$ cat src/core/servo_axis_pkg.sv
// Package of constants and types for the servo axis enable and limit logic
package servo_axis_pkg;

  // ----------------------------------------------------------------
  // Register offsets (byte addresses)
  // ----------------------------------------------------------------
  localparam logic [7:0] CTRL_OFS     = 8'h00;
  localparam logic [7:0] CMD_OFS      = 8'h04;
  localparam logic [7:0] STAT_OFS     = 8'h08;
  localparam logic [7:0] IRQ_STAT_OFS = 8'h0c;
  localparam logic [7:0] IRQ_MASK_OFS = 8'h10;
  localparam logic [7:0] POS_OFS      = 8'h14;
  localparam logic [7:0] CAPT_OFS     = 8'h18;
  localparam logic [7:0] AUX_OFS      = 8'h1c;

  // ----------------------------------------------------------------
  // Control register fields
  // ----------------------------------------------------------------
  localparam int CTRL_LIM_POS_EN  = 0;
  localparam int CTRL_LIM_NEG_EN  = 1;
  localparam int CTRL_STOP_LSB    = 2;
  localparam int CTRL_POS_MODE    = 4;
  localparam int CTRL_FAULT_SHDN  = 5;
  localparam int CTRL_PIN_AUX_IDX = 6;
  localparam int CTRL_DIR_NEG     = 7;
  localparam int CTRL_FERR        = 8;
  localparam logic [8:0] CTRL_RESET = 9'h023;

  // Command register bits, write-only pulses
  localparam int CMD_ENABLE   = 0;
  localparam int CMD_POWEROFF = 1;

  // Interrupt event bits
  localparam int EV_LIMIT   = 0;
  localparam int EV_FAULT   = 1;
  localparam int EV_CAPTURE = 2;
  localparam int EV_FERR    = 3;
  localparam int EV_W       = 4;

  // Stop actions for the limit switches
  localparam logic [1:0] STOP_DECEL = 2'h0;
  localparam logic [1:0] STOP_ABRUPT = 2'h1;
  localparam logic [1:0] STOP_OFF   = 2'h2;

  localparam int POS_W  = 32;
  localparam int SYNC_N = 2;

  typedef enum logic [1:0] {AXIS_OFF, AXIS_ON, AXIS_STOPPING, AXIS_ERROR} axis_state_e;

endpackage : servo_axis_pkg
$ cat src/core/input_sync.sv
// Multi-bit two-stage input synchroniser
`timescale 1ns/1ps
`default_nettype none
module input_sync #(
  parameter int W = 1
) (
  // Clock and reset
  input  wire logic         clk_sys,
  input  wire logic         rst_n,
  // Data
  input  wire logic [W-1:0] asyncIn,
  output logic      [W-1:0] syncOut
);

  logic [W-1:0] stage1_ff;
  logic [W-1:0] stage2_ff;
  logic [W-1:0] nxt_stage1;
  logic [W-1:0] nxt_stage2;

  // ----------------------------------------------------------------
  // Stages
  // ----------------------------------------------------------------
  // two flip-flop stages
  always_comb
  begin
    nxt_stage1 = asyncIn;
    nxt_stage2 = stage1_ff;
  end

  always_ff @(posedge clk_sys)
  begin
    if (!rst_n)
    begin
      stage1_ff <= '0;
      stage2_ff <= '0;
    end
    else
    begin
      stage1_ff <= nxt_stage1;
      stage2_ff <= nxt_stage2;
    end
  end

  assign syncOut = stage2_ff;

endmodule // input_sync
`default_nettype wire

$ cat src/core/quad_decoder.sv
// Quadrature decoder with index homing, direction output and signed position counter
`timescale 1ns/1ps
`default_nettype none
module quad_decoder (
  // Clock and reset
  input  wire logic                              clk_sys,
  input  wire logic                              rst_n,
  // Synchronised phases
  input  wire logic                              phA,
  input  wire logic                              phB,
  input  wire logic                              idx,
  input  wire logic                              homeOnIdx,
  // Position
  output logic signed [servo_axis_pkg::POS_W-1:0] position,
  output logic                                   dirNeg
);

  logic [1:0]                              prev_ff;
  logic                                    idxPrev_ff;
  logic signed [servo_axis_pkg::POS_W-1:0] pos_ff;
  logic                                    dir_ff;
  logic [1:0]                              nxt_prev;
  logic                                    nxt_idxPrev;
  logic signed [servo_axis_pkg::POS_W-1:0] nxt_pos;
  logic                                    nxt_dir;

  // ----------------------------------------------------------------
  // Decode
  // ----------------------------------------------------------------
  // count every single-step transition; double-step transitions are ignored
  always_comb
  begin
    nxt_prev    = {phA, phB};
    nxt_idxPrev = idx;
    nxt_pos     = pos_ff;
    nxt_dir     = dir_ff;
    case ({prev_ff, phA, phB})
      4'b0010, 4'b1011, 4'b1101, 4'b0100:
      begin
        nxt_pos = pos_ff + 32'sd1;
        nxt_dir = 1'b0;
      end
      4'b0001, 4'b0111, 4'b1110, 4'b1000:
      begin
        nxt_pos = pos_ff - 32'sd1;
        nxt_dir = 1'b1;
      end
      default:
      begin
        nxt_pos = pos_ff;
      end
    endcase
    // Index rising edge sets home, taking priority over a count
    if (homeOnIdx && idx && !idxPrev_ff)
    begin
      nxt_pos = '0;
    end
  end

  always_ff @(posedge clk_sys)
  begin
    if (!rst_n)
    begin
      prev_ff    <= 2'h0;
      idxPrev_ff <= 1'b0;
      pos_ff     <= '0;
      dir_ff     <= 1'b0;
    end
    else
    begin
      prev_ff    <= nxt_prev;
      idxPrev_ff <= nxt_idxPrev;
      pos_ff     <= nxt_pos;
      dir_ff     <= nxt_dir;
    end
  end

  assign position = pos_ff;
  assign dirNeg   = dir_ff;

endmodule // quad_decoder
`default_nettype wire

$ cat src/core/servo_axis_enable_limit_logic.sv
// Servo axis amplifier enable, limit stopping, fault and feedback logic
// Notes on behaviour
// - Reset drives enable output inactive high
// - Enable call drives enable output low
// - Any axis error deactivates enable output
// - Power-down command deactivates enable output
// - Position mode: stop only toward limit
// - Other modes: stop on either limit
// - Limit stop: decelerate, abrupt or off
// - Disabled limit inputs cause no stopping
// - Capture edge latches current position
// - Auxiliary index sets auxiliary home
// - Decode primary quadrature into position
// - Fault input readable in status word
// - After fault, require clear plus enable
//
// The Wishbone interface to the registers and the register addresses were decided locally.
`timescale 1ns/1ps
`default_nettype none
module servo_axis_enable_limit_logic (
  // Clock and reset
  input  wire logic        clk_sys,
  input  wire logic        rst_n,
  // Wishbone slave
  input  wire logic        wb_cyc_i,
  input  wire logic        wb_stb_i,
  input  wire logic        wb_we_i,
  input  wire logic [7:0]  wb_adr_i,
  input  wire logic [3:0]  wb_sel_i,
  input  wire logic [31:0] wb_dat_i,
  output logic      [31:0] wb_dat_o,
  output logic             wb_ack_o,
  // Axis inputs
  input  wire logic        limitPos,
  input  wire logic        limitNeg,
  input  wire logic        ampFault,
  input  wire logic        coarseHome,
  input  wire logic        captPin,
  input  wire logic        encA,
  input  wire logic        encB,
  input  wire logic        encIdx,
  input  wire logic        auxA,
  input  wire logic        auxB,
  // Axis outputs
  output logic             ampEnable_n,
  output logic             motionRun,
  output logic             stopDecel,
  output logic             stopAbrupt,
  output logic             irq
);

  logic        sLimP, sLimN, sFault, sHome, sCapt, sA, sB, sIdx, sAuxA, sAuxB;
  logic signed [31:0] posPrim, posAux;
  logic        dirPrim, dirAux;
  logic [8:0]  ctrl_ff, nxt_ctrl;

  // ----------------------------------------------------------------
  // Input synchronisers and decoders
  // ----------------------------------------------------------------
  // synchronise axis inputs
  input_sync #(.W(10)) u_sync (
    .clk_sys (clk_sys),
    .rst_n   (rst_n),
    .asyncIn ({auxB, auxA, encIdx, encB, encA, captPin, coarseHome, ampFault, limitNeg,
               limitPos}),
    .syncOut ({sAuxB, sAuxA, sIdx, sB, sA, sCapt, sHome, sFault, sLimN, sLimP})
  );

  quad_decoder u_prim (
    .clk_sys   (clk_sys),
    .rst_n     (rst_n),
    .phA       (sA),
    .phB       (sB),
    .idx       (sIdx),
    .homeOnIdx (1'b0),
    .position  (posPrim),
    .dirNeg    (dirPrim)
  );

  quad_decoder u_aux (
    .clk_sys   (clk_sys),
    .rst_n     (rst_n),
    .phA       (sAuxA),
    .phB       (sAuxB),
    .idx       (sCapt),
    .homeOnIdx (ctrl_ff[servo_axis_pkg::CTRL_PIN_AUX_IDX]),
    .position  (posAux),
    .dirNeg    (dirAux)
  );

  // ----------------------------------------------------------------
  // Register state
  // ----------------------------------------------------------------
  logic [3:0]  irqStat_ff, nxt_irqStat, irqMask_ff, nxt_irqMask;
  logic [31:0] capt_ff, nxt_capt, rdat_ff, nxt_rdat;
  logic        captPrev_ff, nxt_captPrev, ack_ff, nxt_ack, irq_ff, nxt_irq;
  servo_axis_pkg::axis_state_e state_ff, nxt_state;
  logic        ampEn_n_ff, nxt_ampEn_n, run_ff, nxt_run;
  logic        decel_ff, nxt_decel, abrupt_ff, nxt_abrupt;
  logic        faultLatched_ff, nxt_faultLatched;

  logic        wrReq, rdReq, cmdEnable, cmdOff;
  logic        limHit, faultErr, ferrErr, captEdge;
  logic [1:0]  stopMode;
  logic [3:0]  events;
  logic [31:0] ctrlWr;

  // Byte-lane merge of a write into an old word
  function automatic logic [31:0] laneMerge(input logic [31:0] oldV, input logic [31:0] newV,
                                            input logic [3:0] sel);
    logic [31:0] r;
    r = oldV;
    for (int i = 0; i < 4; i++)
    begin
      if (sel[i])
      begin
        r[i*8 +: 8] = newV[i*8 +: 8];
      end
    end
    return r;
  endfunction

  assign wrReq = wb_cyc_i && wb_stb_i && wb_we_i && !ack_ff;
  assign rdReq = wb_cyc_i && wb_stb_i && !wb_we_i && !ack_ff;
  assign cmdEnable = wrReq && wb_adr_i == servo_axis_pkg::CMD_OFS && wb_sel_i[0]
                     && wb_dat_i[servo_axis_pkg::CMD_ENABLE];
  assign cmdOff    = wrReq && wb_adr_i == servo_axis_pkg::CMD_OFS && wb_sel_i[0]
                     && wb_dat_i[servo_axis_pkg::CMD_POWEROFF];
  assign stopMode  = ctrl_ff[servo_axis_pkg::CTRL_STOP_LSB +: 2];
  assign captEdge  = sCapt && !captPrev_ff && !ctrl_ff[servo_axis_pkg::CTRL_PIN_AUX_IDX];
  // Merged as a full word; only the low nine bits are kept
  assign ctrlWr    = laneMerge({23'h000000, ctrl_ff}, wb_dat_i, wb_sel_i);

  // ----------------------------------------------------------------
  // Limit and error detection
  // ----------------------------------------------------------------
  always_comb
  begin
    logic lp;
    logic ln;
    lp = sLimP && ctrl_ff[servo_axis_pkg::CTRL_LIM_POS_EN];
    ln = sLimN && ctrl_ff[servo_axis_pkg::CTRL_LIM_NEG_EN];
    if (ctrl_ff[servo_axis_pkg::CTRL_POS_MODE])
    begin
      limHit = (lp && !ctrl_ff[servo_axis_pkg::CTRL_DIR_NEG])
               || (ln && ctrl_ff[servo_axis_pkg::CTRL_DIR_NEG]);
    end
    else
    begin
      limHit = lp || ln;
    end
  end

  assign faultErr = sFault && ctrl_ff[servo_axis_pkg::CTRL_FAULT_SHDN];
  assign ferrErr  = ctrl_ff[servo_axis_pkg::CTRL_FERR];
  assign events   = {ferrErr, captEdge, sFault, limHit};

  // ----------------------------------------------------------------
  // Axis state machine
  // ----------------------------------------------------------------
  always_comb
  begin
    nxt_state        = state_ff;
    nxt_faultLatched = faultLatched_ff || faultErr;
    case (state_ff)
      servo_axis_pkg::AXIS_OFF:
      begin
        if (cmdEnable && !sFault)
        begin
          nxt_state        = servo_axis_pkg::AXIS_ON;
          nxt_faultLatched = 1'b0;
        end
      end
      servo_axis_pkg::AXIS_ON, servo_axis_pkg::AXIS_STOPPING:
      begin
        if (cmdOff)
        begin
          nxt_state = servo_axis_pkg::AXIS_OFF;
        end
        else if (faultErr || ferrErr)
        begin
          nxt_state = servo_axis_pkg::AXIS_ERROR;
        end
        else if (limHit)
        begin
          if (stopMode == servo_axis_pkg::STOP_OFF)
          begin
            nxt_state = servo_axis_pkg::AXIS_ERROR;
          end
          else
          begin
            nxt_state = servo_axis_pkg::AXIS_STOPPING;
          end
        end
      end
      servo_axis_pkg::AXIS_ERROR:
      begin
        if (cmdEnable && !sFault)
        begin
          nxt_state        = servo_axis_pkg::AXIS_ON;
          nxt_faultLatched = 1'b0;
        end
        else if (cmdOff)
        begin
          nxt_state = servo_axis_pkg::AXIS_OFF;
        end
      end
      default:
      begin
        nxt_state = servo_axis_pkg::AXIS_OFF;
      end
    endcase
    // enable low only while on or stopping
    // error and off states release enable
    nxt_ampEn_n = !(nxt_state == servo_axis_pkg::AXIS_ON
                    || nxt_state == servo_axis_pkg::AXIS_STOPPING);
    nxt_run     = nxt_state == servo_axis_pkg::AXIS_ON;
    nxt_decel   = nxt_state == servo_axis_pkg::AXIS_STOPPING
                  && stopMode == servo_axis_pkg::STOP_DECEL;
    nxt_abrupt  = nxt_state == servo_axis_pkg::AXIS_STOPPING
                  && stopMode != servo_axis_pkg::STOP_DECEL;
  end

  always_ff @(posedge clk_sys)
  begin
    if (!rst_n)
    begin
      state_ff        <= servo_axis_pkg::AXIS_OFF;
      ampEn_n_ff      <= 1'b1;
      run_ff          <= 1'b0;
      decel_ff        <= 1'b0;
      abrupt_ff       <= 1'b0;
      faultLatched_ff <= 1'b0;
    end
    else
    begin
      state_ff        <= nxt_state;
      ampEn_n_ff      <= nxt_ampEn_n;
      run_ff          <= nxt_run;
      decel_ff        <= nxt_decel;
      abrupt_ff       <= nxt_abrupt;
      faultLatched_ff <= nxt_faultLatched;
    end
  end

  // ----------------------------------------------------------------
  // Registers and bus
  // ----------------------------------------------------------------
  always_comb
  begin
    nxt_ctrl     = ctrl_ff;
    nxt_irqMask  = irqMask_ff;
    nxt_irqStat  = irqStat_ff;
    nxt_capt     = capt_ff;
    nxt_captPrev = sCapt;
    nxt_ack      = wb_cyc_i && wb_stb_i && !ack_ff;
    nxt_rdat     = 32'h0000_0000;
    if (wrReq && wb_adr_i == servo_axis_pkg::CTRL_OFS)
    begin
      nxt_ctrl = ctrlWr[8:0];
    end
    if (wrReq && wb_adr_i == servo_axis_pkg::IRQ_MASK_OFS && wb_sel_i[0])
    begin
      nxt_irqMask = wb_dat_i[3:0];
    end
    if (wrReq && wb_adr_i == servo_axis_pkg::IRQ_STAT_OFS && wb_sel_i[0])
    begin
      nxt_irqStat = irqStat_ff & ~wb_dat_i[3:0];
    end
    // Set wins over a same-cycle clear
    nxt_irqStat = nxt_irqStat | events;
    if (captEdge)
    begin
      nxt_capt = posPrim;
    end
    if (rdReq)
    begin
      case (wb_adr_i)
        servo_axis_pkg::CTRL_OFS:     nxt_rdat = {23'h000000, ctrl_ff};
        servo_axis_pkg::STAT_OFS:     nxt_rdat = {22'h000000, dirAux, dirPrim, faultLatched_ff,
                                                  sHome, sLimN, sLimP, sFault, state_ff, ampEn_n_ff};
        servo_axis_pkg::IRQ_STAT_OFS: nxt_rdat = {28'h0000000, irqStat_ff};
        servo_axis_pkg::IRQ_MASK_OFS: nxt_rdat = {28'h0000000, irqMask_ff};
        servo_axis_pkg::POS_OFS:      nxt_rdat = posPrim;
        servo_axis_pkg::CAPT_OFS:     nxt_rdat = capt_ff;
        servo_axis_pkg::AUX_OFS:      nxt_rdat = posAux;
        default:                      nxt_rdat = 32'h0000_0000;
      endcase
    end
    nxt_irq = |(nxt_irqStat & nxt_irqMask);
  end

  always_ff @(posedge clk_sys)
  begin
    if (!rst_n)
    begin
      ctrl_ff     <= servo_axis_pkg::CTRL_RESET;
      irqMask_ff  <= 4'h0;
      irqStat_ff  <= 4'h0;
      capt_ff     <= 32'h0000_0000;
      captPrev_ff <= 1'b0;
      rdat_ff     <= 32'h0000_0000;
      ack_ff      <= 1'b0;
      irq_ff      <= 1'b0;
    end
    else
    begin
      ctrl_ff     <= nxt_ctrl;
      irqMask_ff  <= nxt_irqMask;
      irqStat_ff  <= nxt_irqStat;
      capt_ff     <= nxt_capt;
      captPrev_ff <= nxt_captPrev;
      rdat_ff     <= nxt_rdat;
      ack_ff      <= nxt_ack;
      irq_ff      <= nxt_irq;
    end
  end

  assign wb_dat_o    = rdat_ff;
  assign wb_ack_o    = ack_ff;
  assign ampEnable_n = ampEn_n_ff;
  assign motionRun   = run_ff;
  assign stopDecel   = decel_ff;
  assign stopAbrupt  = abrupt_ff;
  assign irq         = irq_ff;

endmodule // servo_axis_enable_limit_logic
`default_nettype wire

$ cat config.mk
export PLATFORM = sky130hd
export DESIGN_NAME = servo_axis_enable_limit_logic
export DESIGN_NICKNAME = d
export VERILOG_FILES = /design/src/core/servo_axis_pkg.sv /design/src/core/input_sync.sv /design/src/core/quad_decoder.sv /design/src/core/servo_axis_enable_limit_logic.sv
export SDC_FILE = /design/constraint.sdc
export NUM_CORES = 1
export LEC_CHECK = 0
export BUFFER_PORTS_ARGS = -buffer_cell sky130_fd_sc_hd__buf_4
export CAP_MARGIN = 20
export CORE_MARGIN = 2
export CORE_UTILIZATION = 51
export DETAILED_ROUTE_END_ITERATION = 10
export GPL_TIMING_DRIVEN = 0
export PLACE_DENSITY_LB_ADDON = 0.1
export SLEW_MARGIN = 20
export SYNTH_ARGS = -nofsm -noshare
export SYNTH_HDL_FRONTEND = slang
export SYNTH_SLANG_ARGS = --single-unit
$ cat constraint.sdc
create_clock -name clk_sys -period 4.81 [get_ports clk_sys]
set_input_delay 0.481 -clock clk_sys [delete_from_list [all_inputs] [get_ports clk_sys]]
set_output_delay 0.481 -clock clk_sys [all_outputs]
set_load 0.01 [all_outputs]
* Word level (Yosys, flattened, before mapping)
Cells that the tools add are included.
Storage, ports and cells: register bits after elaboration 181, input port bits 59, output and inout bits 38, word-level logic and storage cells 135
Operators by class: add/sub/neg operators 4, equality and inequality tests 29, muxes and demuxes 18, bitwise logic cells 5, reduce and logical (&&, ||, !) cells 56
Operators with widths (count):
- 32-bit case mux with 7 select lines | 1
- 32-bit case mux with 2 select lines | 2
- 32-bit by 2-bit adder with 32-bit output (second input constant) | 2
- 32-bit by 2-bit subtractor with 32-bit output (second input constant) | 2
- 4-bit == test (second input constant) | 8
- 8-bit by 5-bit == test with 1-bit output (second input constant) | 4
- 1-bit logical AND | 27
- 4-bit OR reduction | 5
- 4-bit by 3-bit == test with 1-bit output (second input constant) | 4
- 8-bit by 4-bit == test with 1-bit output (second input constant) | 2
- 2-bit 2-to-1 mux | 6
- 4-bit AND | 2
- 2-bit == test (second input constant) | 4
- 4-bit by 1-bit == test with 1-bit output (second input constant) | 2
- 4-bit by 2-bit == test with 1-bit output (second input constant) | 2
- 8-bit by 3-bit == test with 1-bit output (second input constant) | 1
- 8-bit zero test | 1
- 4-bit 2-to-1 mux | 2
- 1-bit zero test | 7
- 2-bit case mux with 3 select lines | 1
- 2-bit AND reduction | 3
- 2-bit nonzero test | 3
- 2-bit OR reduction | 3
- 1-bit logical OR | 5
- 7 further kinds | 13

* Logic depth before layout (Yosys ltp)
Gate-level depths: netlist of run 1.
depth after elaboration 12, gate-level depth with buffers 14, mapped depth without buffers 12

* Modules after synthesis
A second synthesis of run 1 with hierarchy kept.
Second synthesis, totals: cell total of the unflattened synthesis 1255, area, all modules 10437.5 µm²
Modules (own cells, without submodules):
- servo_axis_enable_limit_logic | times used 1, cells each 450, area an instance 4077.7 µm²
- quad_decoder at u_aux | times used 1, cells each 391, area an instance 2949.1 µm²
- quad_decoder at u_prim | times used 1, cells each 372, area an instance 2849.0 µm²
- input_sync | times used 1, cells each 42, area an instance 561.8 µm²

* Worst setup path after synthesis of run 1
No wires, ideal clock.
path kind register to register, from register u_sync.stage2_ff[8], in the netlist u_sync.syncOut[8], to register u_aux.pos_ff, in the netlist u_aux.position[23], setup time 0.122 ns, arrival time 3.467 ns, data required time 4.688 ns, slack 1.221 ns, cell stages (with the launch flop) 14, path buffers 1, period minus slack after synthesis 3.589 ns, cells stage by stage dfxtp_1 -> xor2_1 -> or2_2 -> clkbuf_1 -> inv_1 -> ha_1 -> and3_1 -> a221o_1 -> a311o_1 -> nand2_1 -> a211oi_1 -> o31ai_2 -> mux2i_1 -> a311o_1
On the way: cells in the longest elaborated chain, start to end 3
Ends and longest elaborated chain:
- start, declared | line input_sync.sv:16 | logic [W-1:0] stage2_ff;
- start signal, assigned | line input_sync.sv:40 | stage2_ff <= nxt_stage2;
- 4-bit by 1-bit == test with 1-bit output (tied with other cells) | line quad_decoder.sv:37 | case ({prev_ff, phA, phB})
- 4-bit OR reduction | line quad_decoder.sv:37
- 32-bit case mux with 2 select lines or 2-bit nonzero test (tied branches)
- end signal, assigned | line quad_decoder.sv:73 | pos_ff <= nxt_pos;
- end, declared | line quad_decoder.sv:20 | logic signed [servo_axis_pkg::POS_W-1:0] pos_ff;
Several ways; a longest one is shown, not always the timed one. A chain may end at the register's enable or synchronous reset.

* Worst setup path in the final report of run 1
from register u_sync.stage2_ff[5], in the netlist u_sync.syncOut[5], to register u_prim.pos_ff, in the netlist u_prim.position[31]
On the way: cells in the longest elaborated chain, start to end 3
Ends and longest elaborated chain (line):
- 4-bit by 1-bit == test with 1-bit output (tied with other cells) | quad_decoder.sv:37
- 4-bit OR reduction | quad_decoder.sv:37
- 32-bit case mux with 2 select lines or 2-bit nonzero test (tied branches)
- end signal, assigned | quad_decoder.sv:73
- end, declared | quad_decoder.sv:20
Several ways; a longest one is shown, not always the timed one.

==> summary.txt, run 1 <==
Pleak: 0.00457 uW
Initial Util: 0.518
post-synth top area cell: dfxtp_1
Synth Area in Compound Gates: 0.228
CP endpoint kind: flip-flop
CP required: 5170 ps
synth warn: 0
via count: 9,199
status: complete, no violations
Tot Pwr: 3500 uW
Root Buffer: clkbuf_16
Mean Syn Cell Area: 8.20 sq um
Post-Synth XOR/XNOR Area: 0.0383
core footprint: 19,400 sq um
H-tree depth: 4
IO Port Bufs: 69
design area: 11,600 sq um
Syn Inst Count: 1,226
clk sinks: 179
hpwl dp: 21,000 um
top-count cell post-synth: nand2_1
DIE AREA: 20,800 sq um
final hold viol count: 0
Post-CTS Resized: 0
largest family of logic cells by synthesized area: compound AO/OA/AOI/OAI gates
number of instances in the placed design: 1,561
Synth Net Count: 1,354
post-layout min period: 4370 ps
GRT busiest layer: met2
Mapped Area: 10,100 sq um
Clock Latency Late Sink: 440 ps
DRC errors left: 0
drt first-iter violations: 593
ys flop type: dfxtp_1
Place WS: 204 ps
post-synthesis mux area share: 0.0502
Post-Synth Simple-Gate Area: 0.209
nature of the critical path startpoint: flip-flop
largest fanout on the critical path: 19
PwrDens: 302 nW/um^2
Reg clk slew, reported paths: 80 ps
met3 usage: 0.0444
synthesis-to-layout area growth: 15.1%
final slew viol count: 0
synth unique cells: 76
largest net degree at the start of global routing: 31
first drt pass iteration count: 6
CTS tree: built
Worst Path Buf+Inv: 3
Slew headroom: 0.480
Final period util: 0.909
setup ws final: 437 ps
crit path cell chain: xor2_1, or2_2, clkbuf_1, inv_1, buf_16, ha_1, a211oi_1, o21ai_0, o211ai_1, a31oi_1, o221ai_1, a21oi_1, or3_1, o211ai_1
antenna fix cells: 0
GPL Wtd Cong: 0.891
most used cell, CP: o211ai_1
synth top area cells: dfxtp_1 36%, ha_1 8.3%, nand2_1 7.2%, a21oi_1 6.7%, nor2_1 3.8%
Synth top cells by count: 192 x nand2_1, 179 x dfxtp_1, 134 x a21oi_1
share of layout cells above drive strength 1: 0.113
final wirelength: 27,500 um
register area share after synthesis: 0.356
max incr delay on CP: 570 ps
# hold bufs at CTS: 0
CTS Buf Count: 17
Site Rows: 51
# Post-CTS Setup Buffers: 0
Largest delay share family, worst path: compound AO/OA/AOI/OAI gates
first-pass GRT wire length: 43,900 um
M2 GR Usage: 0.426
Synth top area share: 0.356
skew final: 13.0 ps
met1 Track Usage GR: 0.388
number of synthesized flops with an enable pin: 0
Worst Tran Pin Value: 777 ps
Max-Cap Viols: 0
Placed Area: 10,900 sq um
number of global-route vias before repair: 8,562
antenna-violating nets left: 0
Worst EP arrival: 4740 ps
Seq cells post-synth: 179
Vias per Instance: 5.77
Die Height: 144 um
DR WL/cell: 17.2 um
VDD IR-drop max: 0.000269 V
setup_tns: 0 ps
Crit Path Class: reg2reg
adder-cell share of the synthesized area: 0.0874
initial antenna violation count: 0
CTS max path bufs: 2
num ports: 97
global route total overflow: 0
Final Non-Filler Cells: 1,594
fmax: 0.229 GHz
Hold Crit Class: in2reg
RSZ-0062 raised after global routing: false
asr flop ratio synth: 0
final setup violation count: 0
DIE WIDTH: 144 um
Overall Global Routing Usage: 0.271
Slowest-stage cell, CP: o221ai_1
# nets final: 1,444
==> routing by layer <==
| layer | share of wire | wire length (um) |
|---|---|---|
| met4 | 0.017 | 473 |
| met1 | 0.48 | 13100 |
| met3 | 0.065 | 1790 |
| met5 | 0 | 0 |
| met2 | 0.44 | 12100 |
==> report_power, final <==
group	switching, uW	internal (uW)	total (uW)
registers	54.4	1530	1580
logic	304	185	489
clock network	715	710	1430
total	1070	2420	3500
==> flip-flops by register name, summed over array words and instances, names as in the netlist <==
signal	count
capt_ff	32
ctrl_ff	9
stopDecel	1
irqMask_ff	4
wb_dat_o	32
u_sync.nxt_stage2	9
wb_ack_o	1
u_prim.prev_ff	2
irqStat_ff	4
u_aux.idxPrev_ff	1
u_aux.dirNeg	1
motionRun	1
u_aux.position	32
state_ff	2
u_sync.syncOut	9
ampEnable_n	1
u_prim.position	32
stopAbrupt	1
u_aux.prev_ff	2
faultLatched_ff	1
u_prim.dirNeg	1
irq	1
==> per-stage QoR <==
| stage | hold slack, ps | utilization |
|---|---|---|
| floorplan | 412 | - |
| global placement | 414 | 0.562 |
| detailed placement | 419 | 0.563 |
| CTS | 228 | 0.595 |
| global route | 225 | 0.596 |
| finish | 237 | 0.596 |
==> cell type report <==
type / count / area, sq um
clock buffers: 17 / 425
repair buffers: 71 / 573
plain buffers: 58 / 223
inverters: 24 / 90.1
well taps: 265 / 332
flip-flops and latches: 179 / 3580
fillers: 1839 / 7830
clock inverters: 15 / 186
multi-input cells: 965 / 6160
==> kinds of logic (layout without fill, tap and decap cells) <==
logic type               count (synthesis)  count (layout)
AND/OR/NAND/NOR                        450             450
AO/OA/AOI/OAI                          357             357
flip-flops                             179             179
buffers and inverters                   82             185
adder cells (fa/ha/maj)                 69              69
multiplexers                            45              45
XOR/XNOR                                44              44
==> placed cells by master, fill, tap and decap left out, types with 5 or more instances in the layout <==
cell	Yosys	layout
a211oi_1	17	17
a21boi_0	5	5
a21o_1	23	23
a21oi_1	134	134
a221oi_1	5	5
a22oi_1	37	37
a311o_1	5	5
a31oi_1	16	16
and2_1	32	32
and3_1	9	9
buf_1	8	8
buf_4	1	70
clkbuf_1	48	48
clkbuf_16	0	17
clkinv_8	0	5
dfxtp_1	179	179
ha_1	67	67
inv_1	24	24
mux2_2	23	23
mux2i_1	20	20
nand2_1	192	192
nand2b_1	15	15
nand3_1	30	30
nand3b_1	5	5
nand4_1	9	9
nor2_1	101	101
nor2b_1	8	8
nor3_1	14	14
o211ai_1	14	14
o21a_1	6	6
o21ai_0	44	44
o21bai_1	9	9
o22ai_1	8	8
or3_1	11	11
xnor2_1	30	30
xor2_1	14	14
==> path summary, 6_finish.rpt <==
| check | start | end | slack [ps] | cells after the start |
|---|---|---|---|---|
| max | u_sync.syncOut[5] | u_prim.position[31] | 440 | 14 |
| min | limitNeg | u_sync.nxt_stage2[1] | 240 | 2 |
| max reg2reg | u_sync.syncOut[5] | u_prim.position[31] | 440 | 14 |
| min reg2reg | u_sync.nxt_stage2[4] | u_sync.syncOut[4] | 440 | 1 |
Note: power is estimated with default switching activity, not from simulation.
==> inputs of run 2 (changes only) <==
--- a/config.mk
+++ b/config.mk
@@ -5,6 +5,7 @@
 export SDC_FILE = /design/constraint.sdc
 export NUM_CORES = 1
 export LEC_CHECK = 0
+export ABC_AREA = 1
 export BUFFER_PORTS_ARGS = -buffer_cell sky130_fd_sc_hd__buf_4
 export CAP_MARGIN = 20
 export CORE_MARGIN = 2
==> summary.txt, run 2 <==
Root Buffer: clkbuf_16
asr flop ratio synth: 0 (unchanged)
# hold bufs at CTS: 0 (unchanged)
CP required: 5150 ps (-20 ps)
num ports: 97 (unchanged)
DRC errors left: 0 (unchanged)
Slowest-stage cell, CP: inv_1
DIE WIDTH: 159 um (+10%)
Worst EP arrival: 3690 ps (-1050 ps)
Tot Pwr: 3860 uW (+10%)
drt first-iter violations: 705 (+19%)
max incr delay on CP: 860 ps (+290 ps)
synthesis-to-layout area growth: 12.7%
post-layout min period: 3350 ps (-1020 ps)
clk sinks: 179 (unchanged)
sw frac: 0.339 (+0.0317)
CP endpoint kind: flip-flop
CTS tree: built
core footprint: 23,500 sq um (+21%)
Synth Net Count: 2,076 (+53%)
Finished Core Util: 0.588 (-0.00862)
Synth top area share: 0.292 (-0.0645)
sequential power share: 0.431 (-0.022)
GPL Wtd Cong: 0.924 (+3.7%)
final hold viol count: 0 (unchanged)
Crit Path Class: reg2reg
clock network power share: 0.380 (-0.027)
Synth Area in Compound Gates: 0.161 (-0.0664)
synth top area cells: dfxtp_1 29%, nand2_1 19%, inv_1 13%, ha_1 6.8%, a21oi_1 4.6%
Placed Area: 13,200 sq um (+21%)
VDD IR-drop max: 0.000240 V (-11%)
final slew viol count: 0 (unchanged)
most frequent cells in the layout: 617 x nand2_1, 410 x inv_1, 179 x dfxtp_1, 132 x nor2_1, 113 x a21oi_1
synth warn: 0 (unchanged)
most common cell after layout, fill and taps aside: nand2_1
CTS max path bufs: 2 (unchanged)
Hold WS: 207 ps (-30.1 ps)
CTS Buf Count: 17 (unchanged)
largest family of logic cells by synthesized area: simple AND/OR/NAND/NOR gates
nature of the critical path startpoint: flip-flop
setup_tns: 0 ps (unchanged)
top-count cell post-synth: nand2_1
H-tree depth: 4 (unchanged)
Reg clk slew, reported paths: 90 ps (about the same)
Overall Global Routing Usage: 0.276 (+0.00500)
R2R setup slack: 1460 ps (+1020 ps)
DIE AREA: 25,300 sq um (+21%)
Die Height: 159 um (+10%)
Mean Syn Cell Area: 6.30 sq um (-23%)
adder-cell share of the synthesized area: 0.0716 (-0.0158)
Pleak: 0.00757 uW (+66%)
largest net degree at the start of global routing: 34 (+9.7%)
Seq cells post-synth: 179 (unchanged)
initial antenna violation count: 0 (unchanged)
global route total overflow: 0 (unchanged)
register area share after synthesis: 0.292 (-0.0645)
first drt pass iteration count: 5 (-1)
crit path cell chain: xor2_1, nand2_1, inv_1, ha_1, nand3_1, nand3_1, nand3_1, nand3_1, nand2_1, nand2_1, nand2_1, nand3_1, nand2_1, inv_1
Synth top cells by count: 617 x nand2_1, 411 x inv_1, 179 x dfxtp_1
Site Rows: 56 (+9.8%)
hpwl dp: 27,700 um (+32%)
Slew headroom: 0.291 (-0.188)
IO Port Bufs: 69 (unchanged)
PwrDens: 279 nW/um^2 (-7.7%)
design area: 13,800 sq um (+20%)
final setup violation count: 0 (unchanged)
status: complete, no violations
ys flop type: dfxtp_1
internal power: 2550 uW (+5.4%)
antenna fix cells: 0 (unchanged)
skew final: 17.0 ps (+3.94 ps)
final wirelength: 34,700 um (+26%)
Net Sw Power: 1310 uW (+22%)
Vias per Instance: 5.02 (-13%)
DR WL/cell: 14.6 um (-15%)
Post-Synth Simple-Gate Area: 0.304 (+0.0953)
number of global-route vias before repair: 11,109 (+30%)
Mapped Area: 12,300 sq um (+22%)
Hold Crit Class: in2reg
post-synth top area cell: dfxtp_1
RSZ-0062 raised after global routing: false
first-pass GRT wire length: 56,300 um (+28%)
Worst Tran Pin Value: 1060 ps (+285 ps)
share of layout cells above drive strength 1: 0.0898 (-0.0231)
via count: 11,899 (+29%)
Post-CTS Resized: 0 (unchanged)
# Post-CTS Setup Buffers: 0 (unchanged)
Logic pwr share: 0.189 (+0.049)
Max-Cap Viols: 0 (unchanged)
Clock Latency Late Sink: 450 ps (about the same)
Filler cells: 2,392 (+30%)
number of synthesized flops with an enable pin: 0 (unchanged)
largest fanout on the critical path: 30 (+11)
synth unique cells: 46 (-39%)
post-synthesis mux area share: 0 (-0.0502)
Post-Synth XOR/XNOR Area: 0.0235 (-0.0148)
antenna-violating nets left: 0 (unchanged)
# nets final: 2,164 (+50%)
fmax: 0.299 GHz (+31%)
Final period util: 0.696 (-0.213)
Syn Inst Count: 1,948 (+59%)
Initial Util: 0.521 (+0.00312)
[run 2: final timing paths]
path | startpoint | to | cells past startpoint
max | u_sync.syncOut[6] | u_prim.position[20] | 14
min | limitNeg | u_sync.nxt_stage2[1] | 3
max reg2reg | u_sync.syncOut[6] | u_prim.position[20] | 14
min reg2reg | u_sync.nxt_stage2[2] | u_sync.syncOut[2] | 2
[run 2: area by class of cell]
type / count / area, sq um / area share
multi-input combinational: 1304 / 6880 / 0.497
sequential: 179 / 3580 / 0.259
inverter: 420 / 1580 / 0.114
timing repair buffer: 69 / 518 / 0.0374
clock buffer: 17 / 425 / 0.0307
tap: 319 / 399 / 0.0288
buffer: 45 / 234 / 0.0169
clock inverter: 15 / 221 / 0.0160
[run 2: worst max-delay path: cells and delay by family, from the launching register on]
family	cells	cell delay [ps]
xor gates and xnor gates	1	160
DFF	1	390
adders and majority gates	1	470
buffers and inverters	2	890
and+or+nand+nor	10	1320
[run 2: routing by layer]
metal,wire (um),up-vias,global-route usage
met1,15900,5384,0.368
met4,774,0,0.0802
met3,1840,50,0.0328
met5,0,-,0
met2,16100,271,0.470
li1,-,6194,-
[run 2: per-stage QoR]
step | setup WS, ps | instances
finish | 1460 | 2368
global route | 1120 | 2368
CTS | 1250 | 2368
detailed placement | 1280 | 2336
global placement | 1310 | 2336
floorplan | 2280 | 1948
[run 2: power groups by stage]
stage | clock [uW] | combinational, uW | sequential (uW)
after global routing | 1560 | 832 | 1670
after CTS | 1480 | 725 | 1660
after detailed placement | 0 | 720 | 1690
after global placement | 0 | 709 | 1690
final | 1470 | 732 | 1660
after floorplan | 0 | 536 | 1650
[run 2: logic make-up (layout without fill, tap and decap cells)]
kind of cell / after synthesis / count (layout)
buf+inv: 465 / 566
flops: 179 / 179
simple gates: 900 / 900
compound gates: 302 / 302
fa+ha+maj: 69 / 69
xor+xnor: 33 / 33
==> inputs of run 3 (changes only) <==
==> constraint.sdc (replaced) <==
create_clock -name clk_sys -period 2.75 [get_ports clk_sys]
set_input_delay 0.275 -clock clk_sys [delete_from_list [all_inputs] [get_ports clk_sys]]
set_output_delay 0.275 -clock clk_sys [all_outputs]
set_load 0.01 [all_outputs]
==> summary.txt, run 3 (synthesis gave the netlist of run 2 again) <==
status: complete, no violations
Net Sw Power: 2320 uW (+78%)
DRC errors left: 0 (unchanged)
CP endpoint kind: flip-flop
core footprint: 23,500 sq um (unchanged)
via count: 12,016 (+0.98%)
CTS max path bufs: 2 (unchanged)
final setup violation count: 0 (unchanged)
worst-case reg-to-reg path depth: 15 (+1)
CTS tree: built
sw frac: 0.339 (+0.000722)
CP required: 3090 ps (-2060 ps)
Max-Cap Viols: 0 (unchanged)
drt first-iter violations: 747 (+6.0%)
internal power: 4530 uW (+77%)
Site Rows: 56 (unchanged)
PwrDens: 480 nW/um^2 (+72%)
global route total overflow: 0 (unchanged)
RSZ-0062 raised after global routing: false
Final period util: 0.950 (+0.254)
clock network power share: 0.375 (-0.005)
skew final: 18.8 ps (+1.85 ps)
Hold WS: 12.9 ps (-194 ps)
VDD IR-drop max: 0.000419 V (+74%)
most frequent cells in the layout: 610 x nand2_1, 409 x inv_1, 173 x dfxtp_1, 123 x nor2_1, 109 x o21ai_0
final hold viol count: 0 (unchanged)
DIE WIDTH: 159 um (unchanged)
CTS Buf Count: 17 (unchanged)
Clock Latency Late Sink: 450 ps (about the same)
nature of the critical path startpoint: flip-flop
IO Port Bufs: 69 (unchanged)
Root Buffer: clkbuf_16
Hold Crit Class: in2reg
antenna-violating nets left: 0 (unchanged)
antenna fix cells: 0 (unchanged)
DR WL/cell: 14.8 um (+1.3%)
Reg clk slew, reported paths: 90 ps (about the same)
synthesis-to-layout area growth: 16.2%
Die Height: 159 um (unchanged)
Pleak: 0.00766 uW (+1.2%)
share of layout cells above drive strength 1: 0.118 (+0.0280)
# nets final: 2,187 (+1.1%)
r2r endpoint: u_aux.position[24]
final wirelength: 35,500 um (+2.3%)
Crit Path Class: reg2reg
most common cell after layout, fill and taps aside: nand2_1
Vias per Instance: 5.03 (about the same)
num ports: 97 (unchanged)
DIE AREA: 25,300 sq um (unchanged)
number of global-route vias before repair: 11,212 (+0.93%)
largest net degree at the start of global routing: 23 (-32%)
hpwl dp: 27,700 um (unchanged)
first-pass GRT wire length: 57,000 um (+1.2%)
Worst Tran Pin Value: 787 ps (-274 ps)
R2R setup slack: 140 ps (-1320 ps)
Logic pwr share: 0.199 (+0.010)
RR Startpoint: u_sync.syncOut[9]
final slew viol count: 0 (unchanged)
Slew headroom: 0.475 (+0.184)
Initial Util: 0.521 (unchanged)
Final Non-Filler Cells: 2,391 (+0.97%)
Endpoint, Worst Hold: u_sync.nxt_stage2[3]
first drt pass iteration count: 5 (unchanged)
H-tree depth: 4 (unchanged)
Worst EP arrival: 2960 ps (-730 ps)
post-layout min period: 2610 ps (-737 ps)
Overall Global Routing Usage: 0.280 (+0.00394)
largest fanout on the critical path: 9 (-70%)
initial antenna violation count: 0 (unchanged)
Min-Delay Startpoint: coarseHome
number of instances in the placed design: 2,336 (unchanged)
fmax: 0.383 GHz (+28%)
Hold Path Cell Cnt: 3 (unchanged)
clk sinks: 179 (unchanged)
GPL Wtd Cong: 0.924 (unchanged)
sequential power share: 0.426 (-0.005)
-- run 3: cell types whose count changed in the layout (fill, tap and decap cells not counted), sizes merged --
cell         change
buf             +14
inv              -2
dlygate4sd3      +7
clkinvlp         +4
-- run 3: critical path, stage by stage, from the launching register on --
cell and delay [ps]:
dfxtp_2 350, xor2_2 180, nand2_4 140, buf_4 150, clkinvlp_4 70, buf_4 180, ha_1 390, nand2_1 120
nor2_1 180, nand2_1 110, nor2_1 140, nand2_1 120, nand4_1 120, nand3_1 120, nand2_1 80, inv_1 30
-- run 3: area by class of cell --
type,count,area [sq um]
timing repair buffer,90,701
clock buffer,17,425
clock inverter,15,221
multi-input combinational,1304,7090
sequential,179,3590
inverter,420,1580
tap,319,399
buffer,45,234
timing repair inverter,2,15.0
fill,2337,9280
-- run 3: repair_timing --
item                                    4_1_cts  5_1_grt
endpoints found under the hold margin         6        1
hold buffers                                  6        1
endpoints found under the setup margin       57       36
gates resized for setup                       8       45
setup buffers                                11        3
gates cloned                                  2        0
pin swaps                                     2        5
-- run 3: power groups by stage --
stage	Clock (uW)	Sequential [uW]	Combinational, uW
5_1_grt	2730	2930	1540
4_1_cts	2590	2900	1300
3_3_place_gp	0	2960	1240
3_5_place_dp	0	2960	1260
2_1_floorplan	0	2890	937
6_report	2570	2920	1370
-- run 3: stage by stage --
step	power (uW)	worst slack [ps]	setup TNS [ps]	area, sq um	util
6_report	6850	137	0	14300	0.606
5_1_grt	7200	2.05	0	14300	0.606
4_1_cts	6790	40.4	0	14000	0.595
3_5_place_dp	4220	-784	-27000	13200	0.560
3_3_place_gp	4200	-749	-26080	13200	0.560
2_1_floorplan	3830	216	0	12300	-
-- run 3: layer usage --
| layer | vias up | share of wire | track usage |
|---|---|---|---|
| met5 | - | 0 | 0 |
| met4 | 0 | 0.022 | 0.0818 |
| met3 | 49 | 0.044 | 0.0307 |
| met2 | 269 | 0.47 | 0.480 |
| met1 | 5451 | 0.46 | 0.372 |
| li1 | 6247 | - | - |
-- run 3: worst max-delay path by stage --
stage | from | slack [ps] | to
floorplan | u_sync.syncOut[9] | 220 | u_aux.position[31]
global placement | u_sync.syncOut[9] | -750 | u_aux.position[28]
detailed placement | u_sync.syncOut[8] | -780 | u_aux.position[28]
CTS | u_sync.syncOut[8] | 40 | u_aux.position[28]
global route | u_sync.syncOut[6] | 2 | u_prim.position[28]
finish | u_sync.syncOut[9] | 140 | u_aux.position[24]
